==> config.mk <==
export PLATFORM = sky130hd
export DESIGN_NAME = cfr_regs
export DESIGN_NICKNAME = d
export VERILOG_FILES = /design/src/rtl/cfr_pkg.sv /design/src/rtl/cfr_shift.sv /design/src/rtl/cfr_regs.sv
export SDC_FILE = /design/constraint.sdc
export NUM_CORES = 1
export LEC_CHECK = 0
export ABC_AREA = 1
export BUFFER_PORTS_ARGS = -buffer_cell sky130_fd_sc_hd__buf_2
export CAP_MARGIN = 15
export CORE_ASPECT_RATIO = 0.9
export CORE_MARGIN = 3
export CORE_UTILIZATION = 35
export DETAILED_ROUTE_END_ITERATION = 16
export HOLD_SLACK_MARGIN = 0.15
export PLACE_DENSITY = 0.57
export SLEW_MARGIN = 20
export SYNTH_ARGS = -nofsm -noshare
export SYNTH_HDL_FRONTEND = slang
export SYNTH_SLANG_ARGS = --single-unit
==> constraint.sdc <==
create_clock -name MCLK -period 2.8 [get_ports MCLK]
set_input_delay 0.14 -clock MCLK [delete_from_list [all_inputs] [get_ports MCLK]]
set_output_delay 0.14 -clock MCLK [all_outputs]
set_load 0.01 [all_outputs]
==> src/rtl/cfr_pkg.sv <==
// Constants, register map and state encodings of the clock fanout configuration bank.
package cfr_pkg;

  localparam int unsigned ADDR_W = 7;
  localparam int unsigned DATA_W = 8;

  localparam logic [6:0] ADDR_AMP_GAIN  = 7'h00;
  localparam logic [6:0] ADDR_DAMPING   = 7'h01;
  localparam logic [6:0] ADDR_LOAD_CAP  = 7'h02;
  localparam logic [6:0] ADDR_RUN_POL   = 7'h03;
  localparam logic [6:0] ADDR_REF_SEL   = 7'h05;
  localparam logic [6:0] ADDR_PULL_LOW  = 7'h06;
  localparam logic [6:0] ADDR_STD_A     = 7'h07;
  localparam logic [6:0] ADDR_STD_B     = 7'h09;
  localparam logic [6:0] ADDR_SE_DIV    = 7'h0b;
  localparam logic [6:0] ADDR_SE_ON     = 7'h0c;
  localparam logic [6:0] ADDR_SE_DRIVE  = 7'h0d;
  localparam logic [6:0] ADDR_PART_ID   = 7'h11;

  localparam logic [7:0] RST_AMP_GAIN   = 8'hff;
  localparam logic [7:0] RST_DAMPING    = 8'h04;
  localparam logic [7:0] RST_LOAD_CAP   = 8'h40;
  localparam logic       RST_RUN_POL    = 1'b1;
  localparam logic [1:0] RST_REF_SEL    = 2'h0;
  localparam logic       RST_PULL_LOW   = 1'b0;
  localparam logic [3:0] RST_STD_A      = 4'hf;
  localparam logic [5:0] RST_STD_B      = 6'h3f;
  localparam logic [2:0] RST_SE_DIV     = 3'h0;
  localparam logic       RST_SE_ON      = 1'b0;
  localparam logic       RST_SE_DRIVE   = 1'b0;

  // Fixed read values of reserved fields and of unused addresses.
  localparam logic [6:0] RSV_ONES7      = 7'h7f;
  localparam logic [5:0] RSV_ONES6      = 6'h3f;
  localparam logic [4:0] RSV_ONES5      = 5'h1f;
  localparam logic [1:0] RSV_ID_MID     = 2'h3;
  localparam logic [7:0] READ_NONE      = 8'h00;

  localparam logic [1:0] REF_IN0        = 2'h0;
  localparam logic [1:0] REF_IN1        = 2'h1;
  localparam logic [1:0] REF_CRYSTAL    = 2'h2;
  localparam logic [1:0] REF_BYPASS     = 2'h3;

  localparam logic [1:0] STD_LVPECL     = 2'h0;
  localparam logic [1:0] STD_LVDS       = 2'h1;
  localparam logic [1:0] STD_HCSL       = 2'h2;
  localparam logic [1:0] STD_OFF        = 2'h3;

  localparam int unsigned N_DIFF        = 5;
  localparam int unsigned N_STAGE       = 4;

  typedef enum logic [2:0] {
    ST_IDLE = 3'b001,
    ST_CMD  = 3'b010,
    ST_DATA = 3'b100
  } cfr_state_e;

endpackage

==> src/rtl/cfr_shift.sv <==
// Serial bit engine: gathers received bytes and presents transmit bits in either order.
`timescale 1ns/1ns
`default_nettype none
module cfr_shift (
  // Clock and reset
  input  wire logic       clk,
  input  wire logic       rst_n,
  // Serial strobes, already synchronised
  input  wire logic       clear,
  input  wire logic       sck_rise,
  input  wire logic       sck_fall,
  input  wire logic       sdi,
  input  wire logic       lsb_first,
  // Transmit byte load
  input  wire logic       load,
  input  wire logic [7:0] load_byte,
  // Receive side and transmit bit
  output logic            byte_done,
  output logic [7:0]      rx_byte,
  output logic            sdo
);

  logic [2:0] cnt_q;
  logic [7:0] rx_q;
  logic [7:0] tx_q;
  logic       done_q;
  logic       sdo_q;

  always_ff @(posedge clk) begin
    if (!rst_n || clear) begin
      cnt_q <= 3'h0;
    end else if (sck_rise) begin
      cnt_q <= cnt_q + 3'h1;
    end
  end

  always_ff @(posedge clk) begin
    if (!rst_n) begin
      rx_q   <= 8'h00;
      done_q <= 1'b0;
    end else begin
      done_q <= sck_rise && !clear && (cnt_q == 3'h7);
      if (sck_rise && !clear) begin
        rx_q <= lsb_first ? {sdi, rx_q[7:1]} : {rx_q[6:0], sdi};
      end
    end
  end

  // The byte stays static; the bit counter picks the lane, so no second shifter is needed.
  always_ff @(posedge clk) begin
    if (!rst_n) begin
      tx_q  <= 8'h00;
      sdo_q <= 1'b0;
    end else if (load) begin
      tx_q  <= load_byte;
      sdo_q <= lsb_first ? load_byte[0] : load_byte[7];
    end else if (sck_fall && cnt_q != 3'h0) begin
      sdo_q <= lsb_first ? tx_q[cnt_q] : tx_q[3'h7 - cnt_q];
    end
  end

  assign byte_done = done_q;
  assign rx_byte   = rx_q;
  assign sdo       = sdo_q;

endmodule // cfr_shift
`default_nettype wire

==> src/rtl/cfr_regs.sv <==
// Configuration register bank with its serial slave port and the decoded analog controls.
`timescale 1ns/1ns
`default_nettype none
module cfr_regs #(
  parameter logic [4:0] PART_ID = 5'h0a  // Arbitrary neutral value.
) (
  // Clock and reset
  input  wire logic       MCLK,
  input  wire logic       RST_N,
  // Serial port pins
  input  wire logic       SCK,
  input  wire logic       CS_N,
  input  wire logic       SI,
  output logic            SO,
  output logic            SO_OE,
  // Crystal oscillator controls
  output logic [3:0]      XTAL_GAIN_STAGES,
  output logic [5:0]      XTAL_DAMP_SEL,
  output logic [7:0]      XTAL_CAP_SEL,
  output logic            XTAL_AMP_ON,
  // Reference and differential outputs
  output logic [1:0]      REF_SEL,
  output logic [9:0]      DIFF_STD,
  output logic [4:0]      DIFF_ON,
  output logic [4:0]      DIFF_IDLE_LOW,
  // Single-ended output
  output logic [3:0]      SE_DIV_RATIO,
  output logic            SE_ON,
  output logic            SE_IDLE_LOW,
  output logic            SE_DRIVE_HIGH
);

  // The field packing below is fixed, so other output or stage counts are refused at elaboration.
  if (cfr_pkg::N_DIFF != 5 || cfr_pkg::N_STAGE != 4) begin : g_layout_bad
    $error("Register layout serves exactly five outputs and four gain stages.");
  end

  // Pin synchronisers; first stage feeds only the second.
  logic sck_s1, sck_s2, sck_s3;
  logic cs_s1, cs_s2, cs_s3;
  logic si_s1, si_s2;

  always_ff @(posedge MCLK) begin
    if (!RST_N) begin
      sck_s1 <= 1'b0;
      sck_s2 <= 1'b0;
      sck_s3 <= 1'b0;
      cs_s1  <= 1'b1;
      cs_s2  <= 1'b1;
      cs_s3  <= 1'b1;
      si_s1  <= 1'b0;
      si_s2  <= 1'b0;
    end else begin
      sck_s1 <= SCK;
      sck_s2 <= sck_s1;
      sck_s3 <= sck_s2;
      cs_s1  <= CS_N;
      cs_s2  <= cs_s1;
      cs_s3  <= cs_s2;
      si_s1  <= SI;
      si_s2  <= si_s1;
    end
  end

  logic sck_rise, sck_fall, cs_start, cs_off;
  assign sck_rise = sck_s2 && !sck_s3;
  assign sck_fall = !sck_s2 && sck_s3;
  assign cs_start = !cs_s2 && cs_s3;
  assign cs_off   = cs_s2;

  // Register fields.
  logic [7:0] gain_q, damp_q, cap_q;
  logic       run_pol_q, pull_low_q, se_on_q, se_drv_q;
  logic [1:0] ref_q;
  logic [3:0] std_a_q;
  logic [5:0] std_b_q;
  logic [2:0] div_q;

  function automatic logic [7:0] reg_read(input logic [6:0] a);
    logic [7:0] v;
    v = cfr_pkg::READ_NONE;
    if (a == cfr_pkg::ADDR_AMP_GAIN) begin
      v = gain_q;
    end else if (a == cfr_pkg::ADDR_DAMPING) begin
      v = damp_q;
    end else if (a == cfr_pkg::ADDR_LOAD_CAP) begin
      v = cap_q;
    end else if (a == cfr_pkg::ADDR_RUN_POL) begin
      v = {cfr_pkg::RSV_ONES7, run_pol_q};
    end else if (a == cfr_pkg::ADDR_REF_SEL) begin
      v = {cfr_pkg::RSV_ONES6, ref_q};
    end else if (a == cfr_pkg::ADDR_PULL_LOW) begin
      v = {cfr_pkg::RSV_ONES7, pull_low_q};
    end else if (a == cfr_pkg::ADDR_STD_A) begin
      v = {std_a_q, 4'h0};
    end else if (a == cfr_pkg::ADDR_STD_B) begin
      v = {std_b_q, 2'h0};
    end else if (a == cfr_pkg::ADDR_SE_DIV) begin
      v = {cfr_pkg::RSV_ONES5, div_q};
    end else if (a == cfr_pkg::ADDR_SE_ON) begin
      v = {cfr_pkg::RSV_ONES7, se_on_q};
    end else if (a == cfr_pkg::ADDR_SE_DRIVE) begin
      v = {cfr_pkg::RSV_ONES7, se_drv_q};
    end else if (a == cfr_pkg::ADDR_PART_ID) begin
      v = {1'b0, cfr_pkg::RSV_ID_MID, PART_ID};
    end
    return v;
  endfunction

  // Serial engine.
  logic       byte_done, sdo, load;
  logic [7:0] rx_byte, load_byte;
  logic       lsb_q, rw_q;
  logic [6:0] addr_q;
  cfr_pkg::cfr_state_e state_q;

  cfr_shift u_shift (
    .clk       (MCLK),
    .rst_n     (RST_N),
    .clear     (cs_off),
    .sck_rise  (sck_rise),
    .sck_fall  (sck_fall),
    .sdi       (si_s2),
    .lsb_first (lsb_q),
    .load      (load),
    .load_byte (load_byte),
    .byte_done (byte_done),
    .rx_byte   (rx_byte),
    .sdo       (sdo)
  );

  always_ff @(posedge MCLK) begin
    if (!RST_N) begin
      lsb_q <= 1'b0;
    end else if (cs_start) begin
      lsb_q <= sck_s2;
    end
  end

  always_ff @(posedge MCLK) begin
    if (!RST_N || cs_off) begin
      state_q <= cfr_pkg::ST_IDLE;
      rw_q    <= 1'b0;
      addr_q  <= 7'h00;
    end else begin
      case (state_q)
        cfr_pkg::ST_IDLE: begin
          state_q <= cfr_pkg::ST_CMD;
        end
        cfr_pkg::ST_CMD: begin
          if (byte_done) begin
            rw_q    <= rx_byte[7];
            addr_q  <= rx_byte[6:0];
            state_q <= cfr_pkg::ST_DATA;
          end
        end
        cfr_pkg::ST_DATA: begin
          if (byte_done) begin
            addr_q <= addr_q + 7'h01;
          end
        end
        default: state_q <= cfr_pkg::ST_IDLE;
      endcase
    end
  end

  // Read data for the next byte is loaded right after the previous byte ends.
  logic       load_q;
  logic [7:0] load_byte_q;
  always_ff @(posedge MCLK) begin
    if (!RST_N) begin
      load_q      <= 1'b0;
      load_byte_q <= 8'h00;
    end else begin
      load_q <= 1'b0;
      if (!cs_off && byte_done && state_q == cfr_pkg::ST_CMD && rx_byte[7]) begin
        load_q      <= 1'b1;
        load_byte_q <= reg_read(rx_byte[6:0]);
      end else if (!cs_off && byte_done && state_q == cfr_pkg::ST_DATA && rw_q) begin
        load_q      <= 1'b1;
        load_byte_q <= reg_read(addr_q + 7'h01);
      end
    end
  end
  assign load      = load_q;
  assign load_byte = load_byte_q;

  logic wr_en;
  assign wr_en = !cs_off && byte_done && state_q == cfr_pkg::ST_DATA && !rw_q;

  // Only defined fields take writes; reserved bits and unused addresses are ignored.
  always_ff @(posedge MCLK) begin
    if (!RST_N) begin
      gain_q     <= cfr_pkg::RST_AMP_GAIN;
      damp_q     <= cfr_pkg::RST_DAMPING;
      cap_q      <= cfr_pkg::RST_LOAD_CAP;
      run_pol_q  <= cfr_pkg::RST_RUN_POL;
      ref_q      <= cfr_pkg::RST_REF_SEL;
      pull_low_q <= cfr_pkg::RST_PULL_LOW;
      std_a_q    <= cfr_pkg::RST_STD_A;
      std_b_q    <= cfr_pkg::RST_STD_B;
      div_q      <= cfr_pkg::RST_SE_DIV;
      se_on_q    <= cfr_pkg::RST_SE_ON;
      se_drv_q   <= cfr_pkg::RST_SE_DRIVE;
    end else if (wr_en) begin
      if (addr_q == cfr_pkg::ADDR_AMP_GAIN) begin
        gain_q <= rx_byte;
      end else if (addr_q == cfr_pkg::ADDR_DAMPING) begin
        damp_q <= rx_byte;
      end else if (addr_q == cfr_pkg::ADDR_LOAD_CAP) begin
        cap_q <= rx_byte;
      end else if (addr_q == cfr_pkg::ADDR_RUN_POL) begin
        run_pol_q <= rx_byte[0];
      end else if (addr_q == cfr_pkg::ADDR_REF_SEL) begin
        ref_q <= rx_byte[1:0];
      end else if (addr_q == cfr_pkg::ADDR_PULL_LOW) begin
        pull_low_q <= rx_byte[0];
      end else if (addr_q == cfr_pkg::ADDR_STD_A) begin
        std_a_q <= rx_byte[7:4];
      end else if (addr_q == cfr_pkg::ADDR_STD_B) begin
        std_b_q <= rx_byte[7:2];
      end else if (addr_q == cfr_pkg::ADDR_SE_DIV) begin
        div_q <= rx_byte[2:0];
      end else if (addr_q == cfr_pkg::ADDR_SE_ON) begin
        se_on_q <= rx_byte[0];
      end else if (addr_q == cfr_pkg::ADDR_SE_DRIVE) begin
        se_drv_q <= rx_byte[0];
      end
    end
  end

  // Decoded controls, all registered.
  logic [9:0] std_all;
  assign std_all = {std_b_q, std_a_q};

  genvar g;
  generate
    for (g = 0; g < cfr_pkg::N_STAGE; g++) begin : g_stage
      always_ff @(posedge MCLK) begin
        if (!RST_N) begin
          XTAL_GAIN_STAGES[g] <= 1'b1;
        end else begin
          XTAL_GAIN_STAGES[g] <= &gain_q[2*g+1 -: 2];
        end
      end
    end
    for (g = 0; g < cfr_pkg::N_DIFF; g++) begin : g_diff
      always_ff @(posedge MCLK) begin
        if (!RST_N) begin
          DIFF_STD[2*g+1 -: 2] <= cfr_pkg::STD_OFF;
          DIFF_ON[g]           <= 1'b0;
          DIFF_IDLE_LOW[g]     <= 1'b0;
        end else begin
          DIFF_STD[2*g+1 -: 2] <= std_all[2*g+1 -: 2];
          DIFF_ON[g]           <= std_all[2*g+1 -: 2] != cfr_pkg::STD_OFF;
          DIFF_IDLE_LOW[g]     <= std_all[2*g+1 -: 2] == cfr_pkg::STD_OFF && pull_low_q;
        end
      end
    end
  endgenerate

  always_ff @(posedge MCLK) begin
    if (!RST_N) begin
      XTAL_DAMP_SEL <= 6'h00;
      XTAL_CAP_SEL  <= 8'h00;
      XTAL_AMP_ON   <= 1'b0;
      REF_SEL       <= cfr_pkg::REF_IN0;
    end else begin
      XTAL_DAMP_SEL <= damp_q[6:1];
      XTAL_CAP_SEL  <= cap_q;
      XTAL_AMP_ON   <= (ref_q == cfr_pkg::REF_CRYSTAL) || !run_pol_q;
      REF_SEL       <= ref_q;
    end
  end

  always_ff @(posedge MCLK) begin
    if (!RST_N) begin
      SE_DIV_RATIO  <= 4'h1;
      SE_ON         <= 1'b0;
      SE_IDLE_LOW   <= 1'b0;
      SE_DRIVE_HIGH <= 1'b0;
    end else begin
      SE_DIV_RATIO  <= {1'b0, div_q} + 4'h1;
      SE_ON         <= se_on_q;
      SE_IDLE_LOW   <= !se_on_q && pull_low_q;
      SE_DRIVE_HIGH <= se_drv_q;
    end
  end

  // The data pin is driven only during the data phase of a read.
  always_ff @(posedge MCLK) begin
    if (!RST_N) begin
      SO_OE <= 1'b0;
    end else begin
      SO_OE <= !cs_off && state_q == cfr_pkg::ST_DATA && rw_q;
    end
  end
  assign SO = sdo;

  chk_amp_policy: assert property (@(posedge MCLK) disable iff (!RST_N)
    XTAL_AMP_ON == ($past(ref_q) == cfr_pkg::REF_CRYSTAL || !$past(run_pol_q)))
    else $error("Crystal amplifier state disagrees with run policy.");
  chk_gain_pairs: assert property (@(posedge MCLK) disable iff (!RST_N)
    $past(gain_q) == 8'hff |-> XTAL_GAIN_STAGES == 4'hf)
    else $error("Full gain code did not enable all stages.");
  chk_idle_low: assert property (@(posedge MCLK) disable iff (!RST_N)
    DIFF_IDLE_LOW[0] |-> $past(pull_low_q) && DIFF_STD[1:0] == cfr_pkg::STD_OFF)
    else $error("Output pulled low while not idle or pull disabled.");
  chk_se_idle: assert property (@(posedge MCLK) disable iff (!RST_N)
    SE_IDLE_LOW |-> !SE_ON)
    else $error("Single-ended output pulled low while enabled.");
  chk_div_ratio: assert property (@(posedge MCLK) disable iff (!RST_N)
    SE_DIV_RATIO == {1'b0, $past(div_q)} + 4'h1)
    else $error("Divider ratio is not field plus one.");
  chk_burst_incr: assert property (@(posedge MCLK) disable iff (!RST_N)
    byte_done && state_q == cfr_pkg::ST_DATA && !cs_off |=> addr_q == $past(addr_q) + 7'h01)
    else $error("Burst address did not advance.");
  chk_order_latch: assert property (@(posedge MCLK) disable iff (!RST_N)
    cs_start |=> lsb_q == $past(sck_s2))
    else $error("Bit order not taken from clock level at select.");
  chk_cmd_decode: assert property (@(posedge MCLK) disable iff (!RST_N)
    byte_done && state_q == cfr_pkg::ST_CMD && !cs_off |=> rw_q == $past(rx_byte[7]) && state_q == cfr_pkg::ST_DATA)
    else $error("Command byte not decoded.");
  chk_unused_write: assert property (@(posedge MCLK) disable iff (!RST_N)
    wr_en && addr_q == 7'h04 |=> $stable(gain_q) && $stable(ref_q) && $stable(std_b_q))
    else $error("Write to unused address changed configuration.");
  chk_type_place: assert property (@(posedge MCLK) disable iff (!RST_N)
    wr_en && addr_q == cfr_pkg::ADDR_STD_B |=> ##1 DIFF_STD[5:4] == $past(rx_byte[3:2], 2))
    else $error("Bank B output two field misplaced.");

  cov_write_burst: cover property (@(posedge MCLK) wr_en ##[1:400] wr_en);
  cov_read: cover property (@(posedge MCLK) load_q && rw_q);
  cov_lsb_mode: cover property (@(posedge MCLK) cs_start && sck_s2);

endmodule // cfr_regs
`default_nettype wire

==> results.md <==
- Status: finished clean
- Combinational share of power: 2.3%
- Cell Count, Final, Fillers Out: 1198
- Clock Pin Slew Worst Setup and Hold Paths: 0.06 ns
- Multi-input combinational cell area: 0.00306 mm2
- Hold_sp: RST_N
- Cell Area, Synth: 0.00662 mm2
- WL per Instance: 15.5 um
- CP Launch Point: u_shift.rx_byte[6]$_SDFFE_PN0P_
- Layout cells sized above 1: 16.4%
- Total Power: 4.38 mW
- Crit share post-route: 86.1%
- Fill count: 1926
- Design Area, Final: 0.00775 mm2
- First-pass GRT wire length: 29600 um
- Post-DR vias/cell: 5.02
- Crit path required time: 3.16 ns
- H-tree Lvls: 4
- Initial detailed-routing violation count: 568
- Max Cap Viol: 0
- Die Width: 151 um
- Final Wtd Congestion: 0.944
- Synth warnings: 0
- IO Port Bufs: 54
- Minimum clock period after layout: 2.41 ns
- DP Cell Count: 1161
- Post-synth EDFFs: 0
- Root Buffer: clkbuf_16
- DRT antenna net count: 0
- Final hold violation count: 0
- Initial Util: 35.8%
- Hold/Removal Path Class: in -> reg
- Reg power frac: 46.5%
- Clk_lat worst skew: 0.44 ns
- Clock Sinks: 142
- Detailed-route wire length: 18600 um
- Number of global-route vias before repair: 5448
- Ports: 55
- First-pass DRT Iterations: 5
- # setup viols final: 0
- Cts bufs inserted: 17
- Gr usage total: 18.6%
- Vias: 6014
- Placed Area: 0.00712 mm2
- Unrepaired setup endpoints after global routing: no
- Slew margin rel.: 46.9%
- Sequential area share after synthesis: 43.0%
- Initial antenna violation count: 0
- Number of diodes: 0
- Final Slew Violations: 0
- Synth Register Bits: 142
- Slew at the pin with the worst max-slew slack: 0.796 ns
- DRC: 0
- Seq. cell area: 0.00284 mm2
- Post-synthesis net count: 895
- CP Capture Type: flip-flop
- Start of the worst register-to-register path: u_shift.rx_byte[6]$_SDFFE_PN0P_
- Setup Total Neg Slack: 0 ns
- Die ar.: 0.0206 mm2
- Critical path class: reg -> reg
- Row count: 47
- Max Freq: 0.415 GHz
- Cells after synthesis: 881
- Async SR Flop Fraction: 0%
- Ranking of synthesized cells by area: dfxtp_1 43%, nand2_1 7.8%, o21ai_0 7.6%
- Clk_skew: 0.0147 ns
- Worst EP arrival: 2.77 ns
- Die height: 136 um
- Hpwl dp: 13500 um
- Clk network pwr share: 51.2%
- TritonCTS clock tree: built
- Maximum vdd drop: 0.000450 V
- Synth unique cells: 47
- Psw: 1.07 mW
- Int Power: 3.31 mW
- Largest net degree at the start of global routing: 82
- Top_reg_cell synth: dfxtp_1
- Yosys top cell area share: 43.0%
- Syn-to-layout area delta: 17.2%
- Net count reported at finish: 954
- CORE AREA: 0.0185 mm2
- Leading area contributor after synthesis: dfxtp_1
- Bufs on Longest Clock Path: 2
- Worst Path Max Fanout: 9
- Switching Fraction: 24.4%
- Total gr overflow: 0
- CP Launch Type: flip-flop
- Leak: 3.60 nW
- Cell area power density: 565 mW/mm2
- Syn_area_per_cell: 7.51 um2
==> path summary, 6_finish.rpt <==
| check | slack (ns) | cells past startpoint | end |
|---|---|---|---|
| worst max register to register | 0.39 | 11 | load_byte[2]$_SDFFE_PN0P_ |
| worst min register to register | 0.42 | 1 | cs_off$_SDFF_PN1_ |
| worst min-delay path | 0.30 | 4 | state_q[0]$_SDFFE_PP1P_ |
| worst max-delay path | 0.39 | 11 | load_byte[2]$_SDFFE_PN0P_ |
==> per-layer routing <==
metal	global-route usage [%]	vias to the layer above	share of wire [%]
met1	26.7	2725	48
met5	0	-	0
met4	4.78	0	1.2
li1	-	3048	-
met2	27.6	222	42
met3	4.80	19	8.4
==> Yosys cell counts, types with 9 or more instances <==
cell type    n
a211oi_1    20
a21oi_1     76
clkbuf_1    22
dfxtp_1    142
ha_1         9
inv_1      133
nand2_1    138
nand3_1     34
nand4_1     11
nor2_1      75
nor3_1      12
o211ai_1    19
o21ai_0    100
==> power groups by stage <==
stage | combinational, mW | sequential, mW | clock (mW)
3_5_place_dp | 0.0981 | 2.08 | 0
3_3_place_gp | 0.0985 | 2.08 | 0
6_report | 0.101 | 2.04 | 2.24
5_1_grt | 0.113 | 2.04 | 2.36
4_1_cts | 0.101 | 2.04 | 2.28
2_1_floorplan | 0.0675 | 2.08 | 0
==> registers in the layout, indices dropped and copies added, names as in the netlist, 5 cells and up <==
signal	count
DIFF_IDLE_LOW	5
DIFF_ON	5
DIFF_STD	10
XTAL_CAP_SEL	8
XTAL_DAMP_SEL	6
addr_q	7
cap_q	8
damp_q	8
gain_q	8
load_byte	8
std_b_q	6
u_shift.rx_byte	8
u_shift.tx_q	8
==> repair_timing <==
item / CTS / global route
endpoints found under the setup margin: 0 / 3
gates resized for setup: 0 / 0
buffers inserted: 0 / 2
hold buffers: 3 / 0
hold endpoints to repair: 3 / 0
==> layout by cell type (no fill, tap or decap), types with 3 or more instances in the layout <==
cell,Yosys,final
a211oi_2,4,4
inv_6,0,4
nand4_1,11,11
nor3_1,12,12
nor2_1,75,75
o21ai_1,4,4
o211ai_1,19,19
o21bai_1,4,4
buf_2,3,54
clkbuf_16,0,17
nand2_2,6,6
or2_2,5,5
buf_4,2,17
a211oi_1,20,20
clkinv_2,1,3
dlygate4sd3_1,0,3
dfxtp_1,142,142
nand3_1,34,34
ha_1,9,9
nor2_4,4,4
nand2_1,138,138
o21bai_2,3,3
o22ai_1,6,6
a31oi_1,3,3
inv_1,133,133
o21ai_0,100,100
nand3_2,7,7
a21oi_1,76,76
o211ai_2,5,5
inv_8,0,4
==> kinds of logic after synthesis <==
family / count (synthesis) / synth area share [%]
DFF: 142 / 43.0
AOI/OAI and AO/OA: 251 / 22.5
xor gates and xnor gates: 1 / 0.132
buffers and inverters: 173 / 10.9
adders and majority gates: 9 / 1.70
and+or+nand+nor: 305 / 21.9
==> worst max-delay path, stage by stage, from the launching register on <==
cell	delay [ns]
dfxtp_1	0.34
nor2_1	0.31
nand2_2	0.23
nor2_1	0.27
nand2_1	0.18
o21ai_0	0.19
o21ai_0	0.17
o21ai_0	0.11
o22ai_1	0.09
o211ai_1	0.16
a21oi_1	0.11
a21oi_1	0.17
==> final cells by class <==
| cell class | instances | share of cell area, % |
|---|---|---|
| Tap cell | 245 | 3.95 |
| Timing Repair Buffer | 75 | 5.78 |
| Inverter | 138 | 6.73 |
| Multi-Input combinational cell | 566 | 39.4 |
| Clock inverter | 15 | 1.97 |
| Clock buffer | 17 | 5.49 |
| Sequential cell | 142 | 36.7 |
==> per-stage QoR <==
step / hold slack, ns / setup slack, ns / utilization, %
floorplan: 0.238 / 0.754 / -
detailed placement: 0.326 / 0.303 / 38.5
finish: 0.302 / 0.390 / 42.0
global route: 0.333 / 0.121 / 42.0
CTS: 0.294 / 0.290 / 41.8
global placement: 0.326 / 0.402 / 38.5
Note: power is estimated with default switching activity, not from simulation.
